===== src/core/urxb_pkg.sv =====
package urxb_pkg;
   // ----------------------------------------------------------------
   // register map (byte addresses on apb)
   // ----------------------------------------------------------------
   localparam logic [7:0] ADDR_DATA   = 8'h00;
   localparam logic [7:0] ADDR_STATUS = 8'h04;
   localparam logic [7:0] ADDR_CTL_B  = 8'h08;
   localparam logic [7:0] ADDR_FORMAT = 8'h0C;
   localparam logic [7:0] ADDR_BAUD   = 8'h10;
   // ----------------------------------------------------------------
   // field positions
   // ----------------------------------------------------------------
   localparam int ST_COMPLETE   = 7;
   localparam int ST_FRAME_ERR  = 4;
   localparam int ST_OVERRUN    = 3;
   localparam int ST_PARITY_ERR = 2;
   localparam int CB_IRQ_EN     = 7;
   localparam int CB_RX_ON      = 4;
   localparam int CB_SZ2        = 2;
   localparam int CB_NINTH      = 1;
   localparam int FF_PEN   = 5;
   localparam int FF_PODD  = 4;
   localparam int FF_STOP2 = 3;
   localparam int FF_SZ1   = 2;
   localparam int FF_SZ0   = 1;
   // ----------------------------------------------------------------
   // reset values and timing
   // ----------------------------------------------------------------
   localparam logic [7:0]  CTL_B_RESET  = 8'h00;
   localparam logic [7:0]  FORMAT_RESET = 8'h06;
   localparam logic [15:0] BAUD_RESET   = 16'h0081;
   localparam logic [2:0]  SIZE_NINE    = 3'h7;
   localparam logic [3:0]  SAMPLE_MID   = 4'h7;
   localparam logic [3:0]  SAMPLE_LAST  = 4'hF;
   typedef enum logic [1:0] {
      URXB_IDLE  = 2'b00,
      URXB_START = 2'b01,
      URXB_BITS  = 2'b10,
      URXB_STOP  = 2'b11
   } urxb_state_t;
endpackage


===== src/core/urxb_top.sv =====
`timescale 1ns/1ps
module urxb_top
   import urxb_pkg::*;
(
   input  wire logic        clk,
   input  wire logic        reset,
   input  wire logic        psel,
   input  wire logic        penable,
   input  wire logic        pwrite,
   input  wire logic [7:0]  paddr,
   input  wire logic [31:0] pwdata,
   output logic [31:0]      prdata,
   output logic             pready,
   output logic             pslverr,
   input  wire logic        serial_rx_pin,
   input  wire logic        global_irq_enable,
   output logic             rx_irq,
   output logic             rx_pin_override
);
   // ----------------------------------------------------------------
   // state
   // ----------------------------------------------------------------
   logic [7:0]  ctl_b, next_ctl_b;
   logic [7:0]  fmt, next_fmt;
   logic [15:0] baud, next_baud;
   logic [8:0]  fd [2];
   logic [2:0]  err_flags [2];   // {frame, overrun, parity}
   logic [8:0]  next_fd [2];
   logic [2:0]  next_err_flags [2];
   logic        rd_ptr, next_rd_ptr;
   logic [1:0]  count, next_count;
   logic        ovr_pend, next_ovr_pend;
   logic [1:0]  pin_s;
   urxb_state_t st, next_st;
   logic [15:0] bdiv, next_bdiv;
   logic [3:0]  smp, next_smp;
   logic [3:0]  bitn, next_bitn;
   logic [9:0]  shf, next_shf;
   logic        held, next_held;
   logic [9:0]  held_sh, next_held_sh;
   logic        held_frame_err, next_held_frame_err;
   logic [31:0] next_prdata;
   logic        next_irq;
   logic        rx_in, tick, rd_data, access, rx_on, stop_bit;
   logic [2:0]  shown_err;
   logic [3:0]  nbits;
   logic [2:0]  csize;

   function automatic logic [3:0] data_bits(input logic [2:0] s);
      if (s == SIZE_NINE) begin
         data_bits = 4'h9;
      end else begin
         data_bits = {2'b00, s[1:0]} + 4'h5;
      end
   endfunction

   function automatic logic [7:0] mask_low(input logic [8:0] d, input logic [2:0] s);
      logic [7:0] m;
      m = (s == SIZE_NINE || s[1:0] == 2'h3) ? 8'hFF : (8'hFF >> (3 - s[1:0]));
      mask_low = d[7:0] & m;
   endfunction

   assign csize  = {ctl_b[CB_SZ2], fmt[FF_SZ1], fmt[FF_SZ0]};
   assign nbits  = data_bits(csize) + {3'h0, fmt[FF_PEN]};
   assign rx_on  = ctl_b[CB_RX_ON];
   assign rx_in  = rx_on ? pin_s[1] : 1'b1;
   assign access = psel && penable;
   assign rd_data = access && !pwrite && paddr == ADDR_DATA;
   assign tick   = bdiv == 16'h0000;
   assign stop_bit = rx_in;
   // flags of an empty buffer read zero; parity flag reads zero while checking is off
   assign shown_err = (count != 2'h0) ? err_flags[rd_ptr] & {2'b11, fmt[FF_PEN]}
                                      : 3'h0;

   // ----------------------------------------------------------------
   // receiver front end
   // ----------------------------------------------------------------
   always_comb begin
      logic [8:0] dat;
      logic       par;
      logic [9:0] aligned;
      dat = 9'h000;
      par = 1'b0;
      aligned = 10'h000;
      next_st = st;
      next_bdiv = tick ? baud : bdiv - 16'h0001;
      next_smp = smp;
      next_bitn = bitn;
      next_shf = shf;
      next_held = held;
      next_held_sh = held_sh;
      next_held_frame_err = held_frame_err;
      next_ovr_pend = ovr_pend;
      next_fd = fd;
      next_err_flags = err_flags;
      next_rd_ptr = rd_ptr;
      next_count = count;
      if (rd_data && count != 2'h0) begin
         next_rd_ptr = ~rd_ptr;
         next_count = count - 2'h1;
      end
      if (held && next_count != 2'h2) begin
         // move waiting frame into the fifo; first data bit lands at bit 0,
         // the parity bit, if any, sits just above the data bits
         aligned = held_sh >> (4'hA - nbits);
         dat = 9'(aligned & ~(10'h3FF << data_bits(csize)));
         par = (^aligned) ^ fmt[FF_PODD];
         // write slot follows the read position after any pop in this cycle
         next_fd[next_rd_ptr ^ next_count[0]] = dat;
         next_err_flags[next_rd_ptr ^ next_count[0]] =
            {held_frame_err, ovr_pend, par & fmt[FF_PEN]};
         next_count = next_count + 2'h1;
         next_held = 1'b0;
         next_ovr_pend = 1'b0;
      end
      if (tick) begin
         next_smp = smp + 4'h1;
         case (st)
            URXB_IDLE: begin
               next_smp = 4'h0;
               if (!rx_in) begin
                  next_st = URXB_START;
                  // still full after this cycle's moves, with a frame waiting
                  if (next_held && next_count == 2'h2) begin
                     next_ovr_pend = 1'b1;
                  end
               end
            end
            URXB_START: begin
               if (smp == SAMPLE_MID) begin
                  next_st = rx_in ? URXB_IDLE : URXB_START;
               end else if (smp == SAMPLE_LAST) begin
                  next_st = URXB_BITS;
                  next_bitn = 4'h0;
               end
            end
            URXB_BITS: begin
               if (smp == SAMPLE_MID) begin
                  next_shf = {rx_in, shf[9:1]};
                  next_bitn = bitn + 4'h1;
               end else if (smp == SAMPLE_LAST && bitn == nbits) begin
                  next_st = URXB_STOP;
               end
            end
            URXB_STOP: begin
               if (smp == SAMPLE_MID) begin
                  // only the first stop bit matters
                  next_st = URXB_IDLE;
                  next_held = 1'b1;
                  next_held_sh = shf;
                  next_held_frame_err = !stop_bit;
               end
            end
            default: next_st = URXB_IDLE;
         endcase
      end
      if (!rx_on) begin
         next_st = URXB_IDLE;
         next_held = 1'b0;
         next_count = 2'h0;
         next_ovr_pend = 1'b0;
      end
   end

   // ----------------------------------------------------------------
   // registers and apb
   // ----------------------------------------------------------------
   always_comb begin
      next_ctl_b = ctl_b;
      next_fmt = fmt;
      next_baud = baud;
      next_prdata = prdata;
      if (access && pwrite) begin
         if (paddr == ADDR_CTL_B) begin
            next_ctl_b = pwdata[7:0] & ~(8'h01 << CB_NINTH);
         end else if (paddr == ADDR_FORMAT) begin
            next_fmt = pwdata[7:0];
         end else if (paddr == ADDR_BAUD) begin
            next_baud = pwdata[15:0];
         end
         // status writes leave the error flags untouched
      end
      if (psel && !penable && !pwrite) begin
         if (paddr == ADDR_DATA) begin
            next_prdata = {24'h0, mask_low(fd[rd_ptr], csize)};
         end else if (paddr == ADDR_STATUS) begin
            next_prdata = {24'h0, count != 2'h0, 2'b00, shown_err, 2'b00};
         end else if (paddr == ADDR_CTL_B) begin
            next_prdata = {24'h0, ctl_b | ({7'h0, fd[rd_ptr][8]} << CB_NINTH)};
         end else if (paddr == ADDR_FORMAT) begin
            next_prdata = {24'h0, fmt};
         end else if (paddr == ADDR_BAUD) begin
            next_prdata = {16'h0, baud};
         end else begin
            next_prdata = 32'h0;
         end
      end
      next_irq = ctl_b[CB_IRQ_EN] && (next_count != 2'h0) && global_irq_enable;
   end

   always_ff @(posedge clk or posedge reset) begin
      if (reset) begin
         ctl_b <= CTL_B_RESET;
         fmt <= FORMAT_RESET;
         baud <= BAUD_RESET;
         prdata <= 32'h0;
         pready <= 1'b0;
         pslverr <= 1'b0;
         rx_irq <= 1'b0;
         rx_pin_override <= 1'b0;
         pin_s <= 2'b11;
         st <= URXB_IDLE;
         bdiv <= 16'h0;
         smp <= 4'h0;
         bitn <= 4'h0;
         shf <= 10'h0;
         held <= 1'b0;
         held_sh <= 10'h0;
         held_frame_err <= 1'b0;
         ovr_pend <= 1'b0;
         rd_ptr <= 1'b0;
         count <= 2'h0;
         fd <= '{default: 9'h0};
         err_flags <= '{default: 3'h0};
      end else begin
         ctl_b <= next_ctl_b;
         fmt <= next_fmt;
         baud <= next_baud;
         prdata <= next_prdata;
         pready <= psel && !penable;
         pslverr <= 1'b0;
         rx_irq <= next_irq;
         rx_pin_override <= next_ctl_b[CB_RX_ON];
         pin_s <= {pin_s[0], serial_rx_pin};
         st <= next_st;
         bdiv <= next_bdiv;
         smp <= next_smp;
         bitn <= next_bitn;
         shf <= next_shf;
         held <= next_held;
         held_sh <= next_held_sh;
         held_frame_err <= next_held_frame_err;
         ovr_pend <= next_ovr_pend;
         rd_ptr <= next_rd_ptr;
         count <= next_count;
         fd <= next_fd;
         err_flags <= next_err_flags;
      end
   end

   // ----------------------------------------------------------------
   // checks
   // ----------------------------------------------------------------
   flush_on_disable_a: assert property (@(posedge clk) disable iff (reset)
      !ctl_b[CB_RX_ON] |=> count == 2'h0) else $error("buffer not flushed");
   read_advances_a: assert property (@(posedge clk) disable iff (reset)
      rd_data && count != 2'h0 && rx_on |=> rd_ptr != $past(rd_ptr))
      else $error("read did not advance");
   irq_follows_a: assert property (@(posedge clk) disable iff (reset)
      $past(ctl_b[CB_IRQ_EN] && global_irq_enable) && count != 2'h0
      |-> rx_irq)
      else $error("irq missing");
   no_err_irq_a: assert property (@(posedge clk) disable iff (reset)
      count == 2'h0 |-> !rx_irq) else $error("irq without data");
   parity_off_a: assert property (@(posedge clk) disable iff (reset)
      psel && !penable && !pwrite && paddr == ADDR_STATUS && !fmt[FF_PEN]
      |=> !prdata[ST_PARITY_ERR])
      else $error("parity flag shown while checking is off");
   abandon_a: assert property (@(posedge clk) disable iff (reset)
      !rx_on |=> st == URXB_IDLE && !held) else $error("frame kept");
   overrun_clr_a: assert property (@(posedge clk) disable iff (reset)
      held && !next_held && rx_on |=> !ovr_pend) else $error("overrun kept");
   fifo_bound_a: assert property (@(posedge clk) disable iff (reset)
      count <= 2'h2) else $error("fifo overflow");
   pin_release_a: assert property (@(posedge clk) disable iff (reset)
      rx_pin_override == rx_on) else $error("pin ownership wrong");
   fill_c: cover property (@(posedge clk) disable iff (reset) count == 2'h2);
   ovr_c: cover property (@(posedge clk) disable iff (reset) ovr_pend);
   irq_c: cover property (@(posedge clk) disable iff (reset) rx_irq);
endmodule


===== config.mk =====
export PLATFORM = sky130hd
export DESIGN_NAME = urxb_top
export DESIGN_NICKNAME = d
export VERILOG_FILES = /design/src/core/urxb_pkg.sv /design/src/core/urxb_top.sv
export SDC_FILE = /design/constraint.sdc
export NUM_CORES = 1
export LEC_CHECK = 0
export BUFFER_PORTS_ARGS = -buffer_cell sky130_fd_sc_hd__buf_4
export CAP_MARGIN = 5
export CELL_PAD_IN_SITES_DETAIL_PLACEMENT = 0
export CELL_PAD_IN_SITES_GLOBAL_PLACEMENT = 1
export CORE_AREA = 5 5 129 131
export DETAILED_ROUTE_END_ITERATION = 12
export DIE_AREA = 0 0 134 136
export PLACE_DENSITY_LB_ADDON = 0.1
export SLEW_MARGIN = 20
export SYNTH_ARGS = -nofsm -noshare
export SYNTH_HDL_FRONTEND = slang
export SYNTH_SLANG_ARGS = --single-unit

===== constraint.sdc =====
create_clock -name clk -period 9.6 [get_ports clk]
set_clock_uncertainty 0.15 [all_clocks]
set_input_delay 0.48 -clock clk [delete_from_list [all_inputs] [get_ports clk]]
set_output_delay 0.48 -clock clk [all_outputs]
set_load 0.01 [all_outputs]

==> results of run 1 <==
## layout by cell type (no fill, tap or decap), drive strengths merged, types with 8 or more instances in the layout
cell    netlist  routed
inv          17      17
buf          24      53
nand2        59      59
a21oi        32      32
xnor2        20      20
nor2         47      47
nand3         9       9
o21ai        44      44
mux2         82      82
mux2i        12      12
nor2b        10      10
nand2b       16      16
conb          1      17
nor3         12      12
clkbuf       24      27
xor2         10      10
ha           10      10
dfrtp       121     121
a22o          8       8
## final cells by class
type                       count  area [um^2]
sequential                   127         3190
timing repair buffer          53          398
multi-input combinational    460         3260
fill                        1440         7710
inverter                      17         66.3
clock buffer                  27          523
clock inverter                 5          100
tap                          192          240
## power groups by stage
stage                     combinational (mW)  sequential [mW]  clock, mW
after global placement                 0.140            0.612          0
after detailed placement               0.145            0.614          0
final                                  0.144            0.606      0.670
after CTS                              0.146            0.605      0.684
after floorplan                        0.115            0.606          0
after global routing                   0.165            0.611      0.709
## cell families (layout without fill, tap and decap cells)
kind of cell               count (synthesis)  count (layout)  synth area share
adders and majority gates                 10              10            0.0187
AOI/OAI and AO/OA                        126             126             0.117
DFF                                      127             127             0.475
xor gates and xnor gates                  31              31            0.0426
buffers and inverters                     65             102            0.0484
and+or+nand+nor                          179             179             0.132
muxes                                     97              97             0.166
other                                      1              17          0.000560
## worst max path at each step
stage,start,end,slack (ns),cells after the start
floorplan,reset,baud[10]$_DFFE_PP0P_,5.60,1
CTS,fmt[1]$_DFFE_PP1P_,err_flags[3]$_DFFE_PP0P_,5.01,13
global placement,fmt[1]$_DFFE_PP1P_,err_flags[3]$_DFFE_PP0P_,5.08,13
global route,fmt[2]$_DFFE_PP1P_,err_flags[3]$_DFFE_PP0P_,4.56,13
finish,fmt[2]$_DFFE_PP1P_,err_flags[3]$_DFFE_PP0P_,5.04,13
detailed placement,fmt[1]$_DFFE_PP1P_,err_flags[3]$_DFFE_PP0P_,5.02,13
## routing by layer
metal,up-vias,global-route usage,share of wire
met2,95,0.281,0.48
met1,2361,0.229,0.47
met4,0,0.0526,0.014
met5,-,0,0
met3,18,0.0433,0.039
li1,2302,-,-
## worst max-delay path, stage by stage (launching register included)
cell and delay, ns:
sky130_fd_sc_hd__dfstp_2 0.57, sky130_fd_sc_hd__ha_1 0.43, sky130_fd_sc_hd__nand2_1 0.12, sky130_fd_sc_hd__nand2_1 0.09
sky130_fd_sc_hd__ha_1 0.49, sky130_fd_sc_hd__ha_1 0.81, sky130_fd_sc_hd__mux2i_1 0.28, sky130_fd_sc_hd__mux2_2 0.22
sky130_fd_sc_hd__mux2i_1 0.08, sky130_fd_sc_hd__mux2_2 0.30, sky130_fd_sc_hd__xnor3_1 0.35, sky130_fd_sc_hd__xnor2_1 0.14
sky130_fd_sc_hd__xnor2_1 0.25, sky130_fd_sc_hd__o21ai_0 0.13
## flip-flops by register name, indices dropped and copies added (netlist names)
| signal | flops |
|---|---|
| fd | 18 |
| baud | 16 |
| bdiv | 16 |
| prdata | 16 |
| held_sh | 10 |
| shf | 10 |
| fmt | 8 |
| ctl_b | 7 |
| err_flags | 6 |
| bitn | 4 |
| smp | 4 |
| count | 2 |
| pin_s | 2 |
| st | 2 |
| held | 1 |
| held_frame_err | 1 |
| ovr_pend | 1 |
| pready | 1 |
| rd_ptr | 1 |
| rx_irq | 1 |
## through the flow
| stage | area [um^2] | std cells | hold slack [ns] |
|---|---|---|---|
| after floorplan | 6760 | 652 | 0.195 |
| after global placement | 7140 | 849 | 0.197 |
| after detailed placement | 7150 | 849 | 0.197 |
| after CTS | 7770 | 881 | 0.00657 |
| after global routing | 7780 | 881 | 0.00574 |
| final | 7780 | 881 | 0.0274 |
==> out/results.txt, run 1 <==
The flow ran to the end, and the final reports show no timing, DRC or antenna violations. After synthesis, the netlist uses 56 different library cells. Core footprint: 15500 um^2.

The root buffer cell chosen for the clock tree is sky130_fd_sc_hd__clkbuf_16. In this run the count of I/O pins placed on the die edge is 83. The number of antenna-violating nets in the routed design is 0. After the last flow step, the layout net total stands at 733.

The H-tree depth reported by CTS was 4; the required time of the critical path was 9.73 ns. sky130_fd_sc_hd__dfrtp_1 is the most common cell in the netlist. In this run the critical register-to-register path is launched from fmt[2]$_DFFE_PP1P_. The overall die height was 136 um. The final layout contains routed wiring with a total length of 14.9 mm. The share of flip-flops with an asynchronous set or reset after synthesis works out to 1.00.

For the worst flop-to-flop path, the logic depth is 13. The type of the worst min-delay path is in -> reg. The critical register-to-register path endpoint is err_flags[3]$_DFFE_PP0P_. For this block, the initial DRC count from the detailed router was 309. The share of the synthesized area in the top cell type came out at 0.452.

After clock tree synthesis, the setup repair step added 0 buffers. The number of standard cells after synthesis came out at 636. The flip-flop cell with the highest count after synthesis is sky130_fd_sc_hd__dfrtp_1. In the routed layout, each cell is associated on average with a via count of 5.42.

The post-layout utilization of the core came out at 0.502. The arrival time at the worst endpoint came out at 4.69 ns. The worst hold path begins at serial_rx_pin. The number of hold buffers added after CTS was 0. Count of instances resized after the clock tree is built: 0. For the final routed database, the setup TNS stands at 0 ns. The run gives 6700 um^2 as the synthesized area.

The worst path meets setup with 5.04 ns of slack. The commonest cells after synthesis are sky130_fd_sc_hd__dfrtp_1, sky130_fd_sc_hd__mux2_2, sky130_fd_sc_hd__nand2_1. The critical path is of the reg -> reg type.

The number of clock buffers added by TritonCTS is 17. The tools report the total global routing track utilization as 0.173. The run gives 0.472 as the share of total power in the clock network. Sorting the synthesized cells by area gives the leading types as sky130_fd_sc_hd__dfrtp_1, sky130_fd_sc_hd__mux2_2, sky130_fd_sc_hd__nand2_1. Across all layers, the routed design uses 4776 vias.

The internal power came out at 1.09 mW. Setup repair after global routing left no endpoint under its margin. Power density normalized to cell area: 183 nW/um^2. The layout cell share with drive strength beyond 1 is 0.260, and the static leakage is 3.63 nW.

The repair_antennas step left the layout with diodes totalling 0. The number of storage elements in the synthesis netlist works out to 127. The cell count of the worst hold path was 1; the count of port buffers added during placement was 49.

The run gives 5 as the number of search-and-repair iterations in the first detailed-routing pass. The tools report the placer congestion estimate as 0.859. The logs give 4767 for the via count of the first global-routing pass and 0.271 for the headroom to the max-slew limit. The area growth from synthesis to layout is 16.0%. The routed wire length per instance came out at 16.9 um. The tools report the internal reg-to-reg setup slack as 5.04 ns.

Number of clock sinks seen by CTS: 127. TritonCTS built the clock tree. The aggregate global routing overflow was 0; the maximum clock frequency was 219 MHz. The count of flip-flops with a built-in enable after synthesis came out at 0. The tools report the worst-case hold path end point as pin_s[0]$_DFF_PP1_. The combinational share of power was 0.102. The tools report the count of final hold-check violations as 0.

The number of cell rows was 46; the maximum fanout along the worst path was 21. Power comes to 1.42 mW. The post-route DRC violation count is 0.

Across the VDD grid, the largest voltage drop is 130 uV. Maximum count of clock buffers along a single path: 2. In this run the mean area of a mapped cell was 10.5 um^2. For the net switching power of the design, the log shows 335 uW. At the placement stage, the worst setup path has a slack of 5.02 ns.

The die footprint is 18200 um^2. The logs give 0.433 for the effective utilization at floorplan and 0.41 ns for the clock latency on the worst-skew pair. The tools report the count of max-cap constraint violations as 0. The switching part of the total was 0.236; the die width was 134 um. The number of warnings reported in the yosys synthesis log is 0. STA classifies the critical path endpoint as a register. The run gives 0.475 as the share of synthesized area occupied by flip-flops and latches. The first global-routing pass estimated 24.9 mm of wire. The tools report the power share of the sequential group as 0.426. The leading area contributor after synthesis is sky130_fd_sc_hd__dfrtp_1. For the finished layout, the period the worst path requires is 4.56 ns. For the pin count of the biggest net entering global routing, the log shows 68. For the number of max-slew violations in the final report, the log shows 0.

Detailed placement ended at an HPWL of 10.8 mm. The share of the cycle needed by the critical path after routing was 0.475; the slew at the pin closest to its max-slew limit was 1.09 ns. The number of antenna violations at the first check in global routing was 0; the clock-pin slew reported for the worst setup and hold paths after clock tree synthesis was 0.06 ns. The worst setup path is launched from a register. Setup violations remaining at the end of the flow were counted as 0.
(Power assumes the default switching activity.)
==> run 2: changes to the inputs <==
--- a/config.mk
+++ b/config.mk
@@ -9,9 +9,9 @@
 export CAP_MARGIN = 5
 export CELL_PAD_IN_SITES_DETAIL_PLACEMENT = 0
 export CELL_PAD_IN_SITES_GLOBAL_PLACEMENT = 1
-export CORE_AREA = 5 5 129 131
+export CORE_AREA = 5 5 133 135
 export DETAILED_ROUTE_END_ITERATION = 12
-export DIE_AREA = 0 0 134 136
+export DIE_AREA = 0 0 138 140
 export PLACE_DENSITY_LB_ADDON = 0.1
 export SLEW_MARGIN = 20
 export SYNTH_ARGS = -nofsm -noshare
==> constraint.sdc (replaced) <==
create_clock -name clk -period 4.15 [get_ports clk]
set_clock_uncertainty 0.15 [all_clocks]
set_input_delay 0.2075 -clock clk [delete_from_list [all_inputs] [get_ports clk]]
set_output_delay 0.2075 -clock clk [all_outputs]
set_load 0.01 [all_outputs]
==> run 2 against run 1 <==
Combinational power up 140%. Cell area up 4.5%. First-iteration DRC count down 26%. Critical path depth unchanged. Via count up 2.6%. Cell count up 6.8%. Fmax up 18%. Flip-flop and latch count unchanged. Critical endpoint unchanged. Largest cell class unchanged.
==> out/results.txt, run 2 (synthesis gave the netlist of run 1 again) <==
The logs give 765 for the layout net count and 0 for the count of endpoints failing setup in the final report. Final HPWL from detailed placement: 11.3 mm. The combined buffer and inverter count along the critical path was 1; the share of the cycle needed by the critical path after routing was 0.928. The first-pass GRT wire length is 26.2 mm. For the worst setup path, the data required time is 4.29 ns. The final critical-path required period was 3.85 ns; the number of top-level pins was 83. The library cells used most frequently in the layout, excluding fill and tap cells, are sky130_fd_sc_hd__dfrtp_1, sky130_fd_sc_hd__mux2_2, sky130_fd_sc_hd__buf_4. The slew at the pin closest to its max-slew limit came out at 0.950 ns. The clock passes through at most 2 buffers. The layout cell share with drive strength beyond 1 was 0.262; the die width was 138 um.

The total global routing track utilization was 0.168. The die is 140 um tall. The power density normalized to cell area works out to 418 nW/um^2. The worst setup path is captured at a register. After the first detailed-routing iteration, the DRC count stood at 230. The tools report the arrival time at the worst endpoint as 3.99 ns. The routed wire length per instance was 16.6 um; the longest individual stage delay on the worst path was 0.57 ns. Commonest non-fill, non-tap cell in the layout: sky130_fd_sc_hd__dfrtp_1. The number of antenna violations at the first check in global routing was 0. The worst slack at placement is 0.225 ns. Clock-pin slew was measured on the worst setup and hold paths at 0.05 ns.

The tools report the maximum clock frequency as 260 MHz. In this run the worst path has a maximum fanout of 7. The largest register by flop count was fd. The logs give 3.39 mW for the total design power and 0 for the number of max-slew violations in the final report. TritonCTS built the clock tree. The critical path goes through inv_1 -> ha_1 -> and2_1 -> ha_1 -> ha_2 -> mux2i_1 -> mux2_2 -> mux2i_1 -> mux2_2 -> xnor3_1 -> xnor2_1 -> xnor2_1 -> o21ai_0. Clock tree synthesis inserted a total of 17 buffers. The number of cell rows was 47. The run finished with clean final reports.

The final-layout setup total negative slack is 0 ns, and the pin count of the biggest net entering global routing is 73. The headroom to the max-slew limit was 0.367; the number of vias per cell was 5.21. Setup repair after global routing left no endpoint under its margin.

The worst hold-check slack came out at 0.127 ns. Count of final hold-check violations: 0. The tree is rooted in a sky130_fd_sc_hd__clkbuf_16. STA classifies the critical path startpoint as a register.

For the via count of the first global-routing pass, the log shows 4899. The flip-flop count of the largest register after layout came out at 18. For this design the static power due to leakage is 3.78 nW. The tightest min-delay check is of the in -> reg type. The run gives 0 as the number of antenna diodes.

The effective utilization at floorplan came out at 0.410. Broken down by cell family, the worst path's largest delay share belongs to adder cells. CTS saw 127 sinks. The core footprint was 16300 um^2; the synthesis-to-layout area growth was 21.3%. The worst path meets setup with 0.298 ns of slack. The count of max-cap constraint violations is 0, and the largest voltage drop on the vdd net is 264 uV. After global routing the overflow that remains totals 0. Among all stages on the critical path, the largest delay is contributed by sky130_fd_sc_hd__dfstp_2. The tools report the die footprint as 19300 um^2. The count of nets left with antenna violations once routing finished came out at 0.

The run gives 4 as the number of search-and-repair iterations in the first detailed-routing pass. The critical path start-end classification is reg -> reg. Placer congestion estimate: 0.755. The total vias in the final route is 4901, and the clock latency on the worst-skew pair is 0.41 ns. For the post-route DRC violation count, the log shows 0. The count of port buffers added during placement is 49, and the H-tree depth reported by CTS is 4. After detailed routing, the total wire length is 15.6 mm.
## run 2: changes by cell type in the layout (fill, tap and decap cells not counted), sizes merged
cell,delta
dlygate4sd3,+21
buf,+11
bufinv,+2
clkbuf,-1
clkinv,-1
## run 2: tightest hold or removal path: stages
cell and delay [ns]:
sky130_fd_sc_hd__buf_4 0.09, sky130_fd_sc_hd__nor3_1 0.03, sky130_fd_sc_hd__nand4_1 0.22, sky130_fd_sc_hd__xnor2_1 0.09
## run 2: layer usage
metal | wire (um) | GRT usage | part of all wire
met3 | 584 | 0.0392 | 0.037
met1 | 7020 | 0.221 | 0.45
met2 | 7840 | 0.279 | 0.50
met5 | 0 | 0 | 0
met4 | 178 | 0.0468 | 0.011
## run 2: repair_timing
item                                    CTS  global route
setup buffers                             0             0
endpoints found under the hold margin   102             0
hold buffers                             21             0
resized for setup                         0             1
endpoints found under the setup margin    0             2
## run 2: area by class of cell
type / count / area (um^2)
inverters: 17 / 66.3
repair buffers: 85 / 691
clock inverters: 6 / 155
flip-flops and latches: 127 / 3190
well taps: 220 / 275
multi-input cells: 460 / 3250
clock buffers: 26 / 499
fillers: 1556 / 8220
## run 2: path summary, 6_finish.rpt
kind                                          from                        to  slack [ns]  cells past startpoint
worst max register to register  fmt[1]$_DFFE_PP1P_  err_flags[3]$_DFFE_PP0P_        0.30                     13
max in group asynchronous                    reset        pin_s[1]$_DFF_PP1_        2.48                      4
worst max-delay path            fmt[1]$_DFFE_PP1P_  err_flags[3]$_DFFE_PP0P_        0.30                     13
worst min register to register  pin_s[0]$_DFF_PP1_        pin_s[1]$_DFF_PP1_        0.21                      0
worst min-delay path                        pwrite          rd_ptr$_DFF_PP0_        0.13                      4
min in group asynchronous                    reset        bdiv[14]$_DFF_PP0_        0.41                      3
## run 2: through the flow
stage	area [um^2]	instances	utilization
after global routing	8130	941	0.497
final	8130	941	0.497
after floorplan	6760	652	-
after CTS	8120	941	0.497
after detailed placement	7260	888	0.444
after global placement	7260	888	0.444
## run 2: power by group
part	switching [mW]	internal, mW
clock	0.512	1.13
sequential	0.0766	1.32
combinational	0.189	0.163
==> run 3: changes to the inputs <==
==> config.mk (replaced) <==
export PLATFORM = sky130hd
export DESIGN_NAME = urxb_top
export DESIGN_NICKNAME = d
export VERILOG_FILES = /design/src/core/urxb_pkg.sv /design/src/core/urxb_top.sv
export SDC_FILE = /design/constraint.sdc
export NUM_CORES = 1
export LEC_CHECK = 0
export BUFFER_PORTS_ARGS = -buffer_cell sky130_fd_sc_hd__buf_4
export CAP_MARGIN = 5
export CELL_PAD_IN_SITES_DETAIL_PLACEMENT = 2
export CELL_PAD_IN_SITES_GLOBAL_PLACEMENT = 2
export CORE_AREA = 5 5 147 149
export DETAILED_ROUTE_END_ITERATION = 12
export DIE_AREA = 0 0 152 154
export PLACE_DENSITY_LB_ADDON = 0.1
export SLEW_MARGIN = 30
export SYNTH_ARGS = -nofsm -noshare
export SYNTH_HDL_FRONTEND = slang
export SYNTH_SLANG_ARGS = --single-unit
==> run 3 against run 2 <==
Wire length increased by 24%. Power shrank 3.6%. Critical path depth is the same. Cell area up 0.63%. Worst hold slack better by 0.0031 ns. Combinational power increased by 9.4%. Count of clock-buffer cells in the layout down 8. First-iteration DRC count fell by 46%. Core utilization decreased by 8.9 points. Largest cell class unchanged.
==> out/results.txt, run 3 (synthesis gave the netlist of run 1 again) <==
The pin count of the biggest net entering global routing was 77. After floorplanning, the core was divided into 52 placement rows. Peak-usage layer in the global routing report: met2. Standard cell with the maximum stage delay on the critical path: sky130_fd_sc_hd__dfstp_2.

For the first-pass GRT wire length, the log shows 31.6 mm. Number of antenna violations at the first check in global routing: 0. The tools report the buffer type at the clock tree root as sky130_fd_sc_hd__clkbuf_16. The count of port buffers added during placement was 49; the static leakage was 3.76 nW.

Across the VDD grid, the largest voltage drop is 237 uV. The die covers 23400 um^2. The routed design could run at a clock period as short as 3.87 ns.

Buffers added to address setup during post-CTS repair amount to 0. The share of total power in the clock network is 0.453. The library cells used most frequently in the layout, excluding fill and tap cells, are sky130_fd_sc_hd__dfrtp_1, sky130_fd_sc_hd__mux2_2, sky130_fd_sc_hd__buf_4.

Dividing the detail-routed wire length by the instance count gives 19.5 um. The aggregate global routing overflow was 0; the overall die height was 154 um. Power spread over the standard cell area amounts to 400 nW/um^2. In this run the number of H-tree levels came out at 4. STA puts the critical path data arrival time at 4.00 ns.

Grouping stages by cell kind, the critical path spends the most delay in adder cells. Derived from the worst setup path, the maximum achievable clock frequency is 258 MHz. In this run the cell area measured after placement is 7360 um^2. Traced cell by cell, the critical path runs through inv_1 -> ha_1 -> and2_1 -> ha_1 -> ha_4 -> mux2i_1 -> mux2_2 -> mux2i_1 -> mux2_2 -> xnor3_1 -> xnor2_1 -> xnor2_1 -> o21ai_0. Setup repair after global routing left no endpoint under its margin. Met1 layer usage reported by global route: 0.212. The clock-pin slew reported for the worst setup and hold paths after clock tree synthesis is 0.06 ns, and the layout cell share with drive strength beyond 1 is 0.275. The floorplan step set the die width to 152 um. Cell internal power was estimated by the tool at 2.35 mW. In this run the worst hold path is classified as in -> reg.

The combinational share of power was 0.118. The logs give 8180 um^2 for the finished layout cell area and 0.299 for the met2 global-route usage. The global-route met3 utilization was 0.0349. The flow ran to the end, and the final reports show no timing, DRC or antenna violations. The maximum fanout along the worst path is 7, and the final-layout setup total negative slack is 0 ns.

The via count of the first global-routing pass was 5665; the required time of the critical path was 4.28 ns. The logs give 0.168 for the total global routing track utilization and 4 for the number of search-and-repair iterations in the first detailed-routing pass. TritonCTS built the clock tree. The routed layout has 5042 vias. The number of antenna diodes in the final layout is 0. From synthesis to final layout, the design area changed by 22.0%. 83 I/O pins were placed. The longest individual stage delay on the worst path was 0.57 ns; the maximum count of clock buffers along a single path was 2. The tool flagged a number of max-cap violations equal to 0. The tools report the count of endpoints failing setup in the final report as 0. The tools report the count of final hold-check violations as 0. Flip-flop count of the largest register after layout: 18. The number of vias per cell is 5.07, and the number of antenna-violating nets in the routed design is 0. The effective utilization at floorplan was 0.334; the number of max-slew violations in the final report was 0.

The share of the cycle needed by the critical path after routing was 0.934; the post-route DRC violation count was 0. Summed over all nets, the switching power comes to 921 uW. Power share of the sequential group: 0.429. The detailed router finished its first iteration with 124 violations. For the pin with the worst max-slew slack, the measured transition is 0.939 ns. The number of clock sinks seen by CTS was 127. The number of buffers created by CTS was 17; the combined buffer and inverter count along the critical path was 1. STA classifies the critical path endpoint as a register.

Routability-driven placement finished with a final weighted congestion of 0.746. At the later pin of the worst-skew pair, clock insertion delay measures 0.42 ns. The tools report the critical path launch point type as a register. The run gives 0.373 as the headroom to the max-slew limit.

The largest register by flop count was fd. The library cell used most frequently in the layout, excluding fill and tap cells, is sky130_fd_sc_hd__dfrtp_1. The critical path in this run is classified as reg -> reg. For this block, the routed nets add up to 19.4 mm of wire.

The core footprint was 20000 um^2. The logs give 13.9 mm for the final HPWL from detailed placement and 768 for the layout net count. The switching part of the total is 0.281.
-- run 3: through the flow --
stage,total power [mW],hold slack (ns),cells,worst slack (ns),util
2_1_floorplan,1.67,0.0620,652,0.371,-
3_3_place_gp,1.77,0.168,941,0.254,0.367
3_5_place_dp,1.79,0.170,941,0.117,0.367
4_1_cts,3.33,0.119,994,0.0917,0.407
5_1_grt,3.44,0.152,994,0.0465,0.408
6_report,3.27,0.130,994,0.276,0.408
-- run 3: what timing repair did --
item | CTS | global route
hold buffers | 21 | 0
setup endpoints to repair | 0 | 2
resized for setup | 0 | 4
hold endpoints to repair | 107 | 0
-- run 3: path summary, 6_finish.rpt --
path                                    start                       end  slack, ns  cells past startpoint
max                        fmt[1]$_DFFE_PP1P_  err_flags[3]$_DFFE_PP0P_       0.28                     13
max reg2reg                fmt[1]$_DFFE_PP1P_  err_flags[3]$_DFFE_PP0P_       0.28                     13
min                                  paddr[6]     prdata[7]$_DFFE_PP0P_       0.13                      5
min reg2reg                pin_s[0]$_DFF_PP1_        pin_s[1]$_DFF_PP1_       0.21                      0
max in group asynchronous               reset        fmt[2]$_DFFE_PP1P_       2.70                      4
min in group asynchronous               reset        smp[3]$_DFFE_PP0P_       0.34                      3
-- run 3: layout make-up --
class / instances / area, um^2
Inverter: 17 / 68.8
Fill cell: 2173 / 11900
Multi-Input combinational cell: 460 / 3280
Clock buffer: 18 / 439
Sequential cell: 127 / 3190
Tap cell: 270 / 338
Clock inverter: 14 / 143
Timing Repair Buffer: 88 / 726
-- run 3: tightest hold or removal path, delay by kind of cell --
family	cells	cell delay (ns)
and+or+nand+nor	2	0.09
buffers and inverters	2	0.26
AOI/OAI and AO/OA	1	0.10
-- run 3: power groups by stage --
stage / clock, mW / sequential [mW] / combinational [mW]
global route: 1.59 / 1.41 / 0.435
floorplan: 0 / 1.40 / 0.267
finish: 1.48 / 1.40 / 0.385
CTS: 1.53 / 1.40 / 0.389
detailed placement: 0 / 1.43 / 0.368
global placement: 0 / 1.42 / 0.350
-- run 3: layer usage --
layer,vias up,wire (um)
li1,2370,-
met1,2624,8640
met2,40,10200
met3,8,365
met4,0,176
met5,-,0
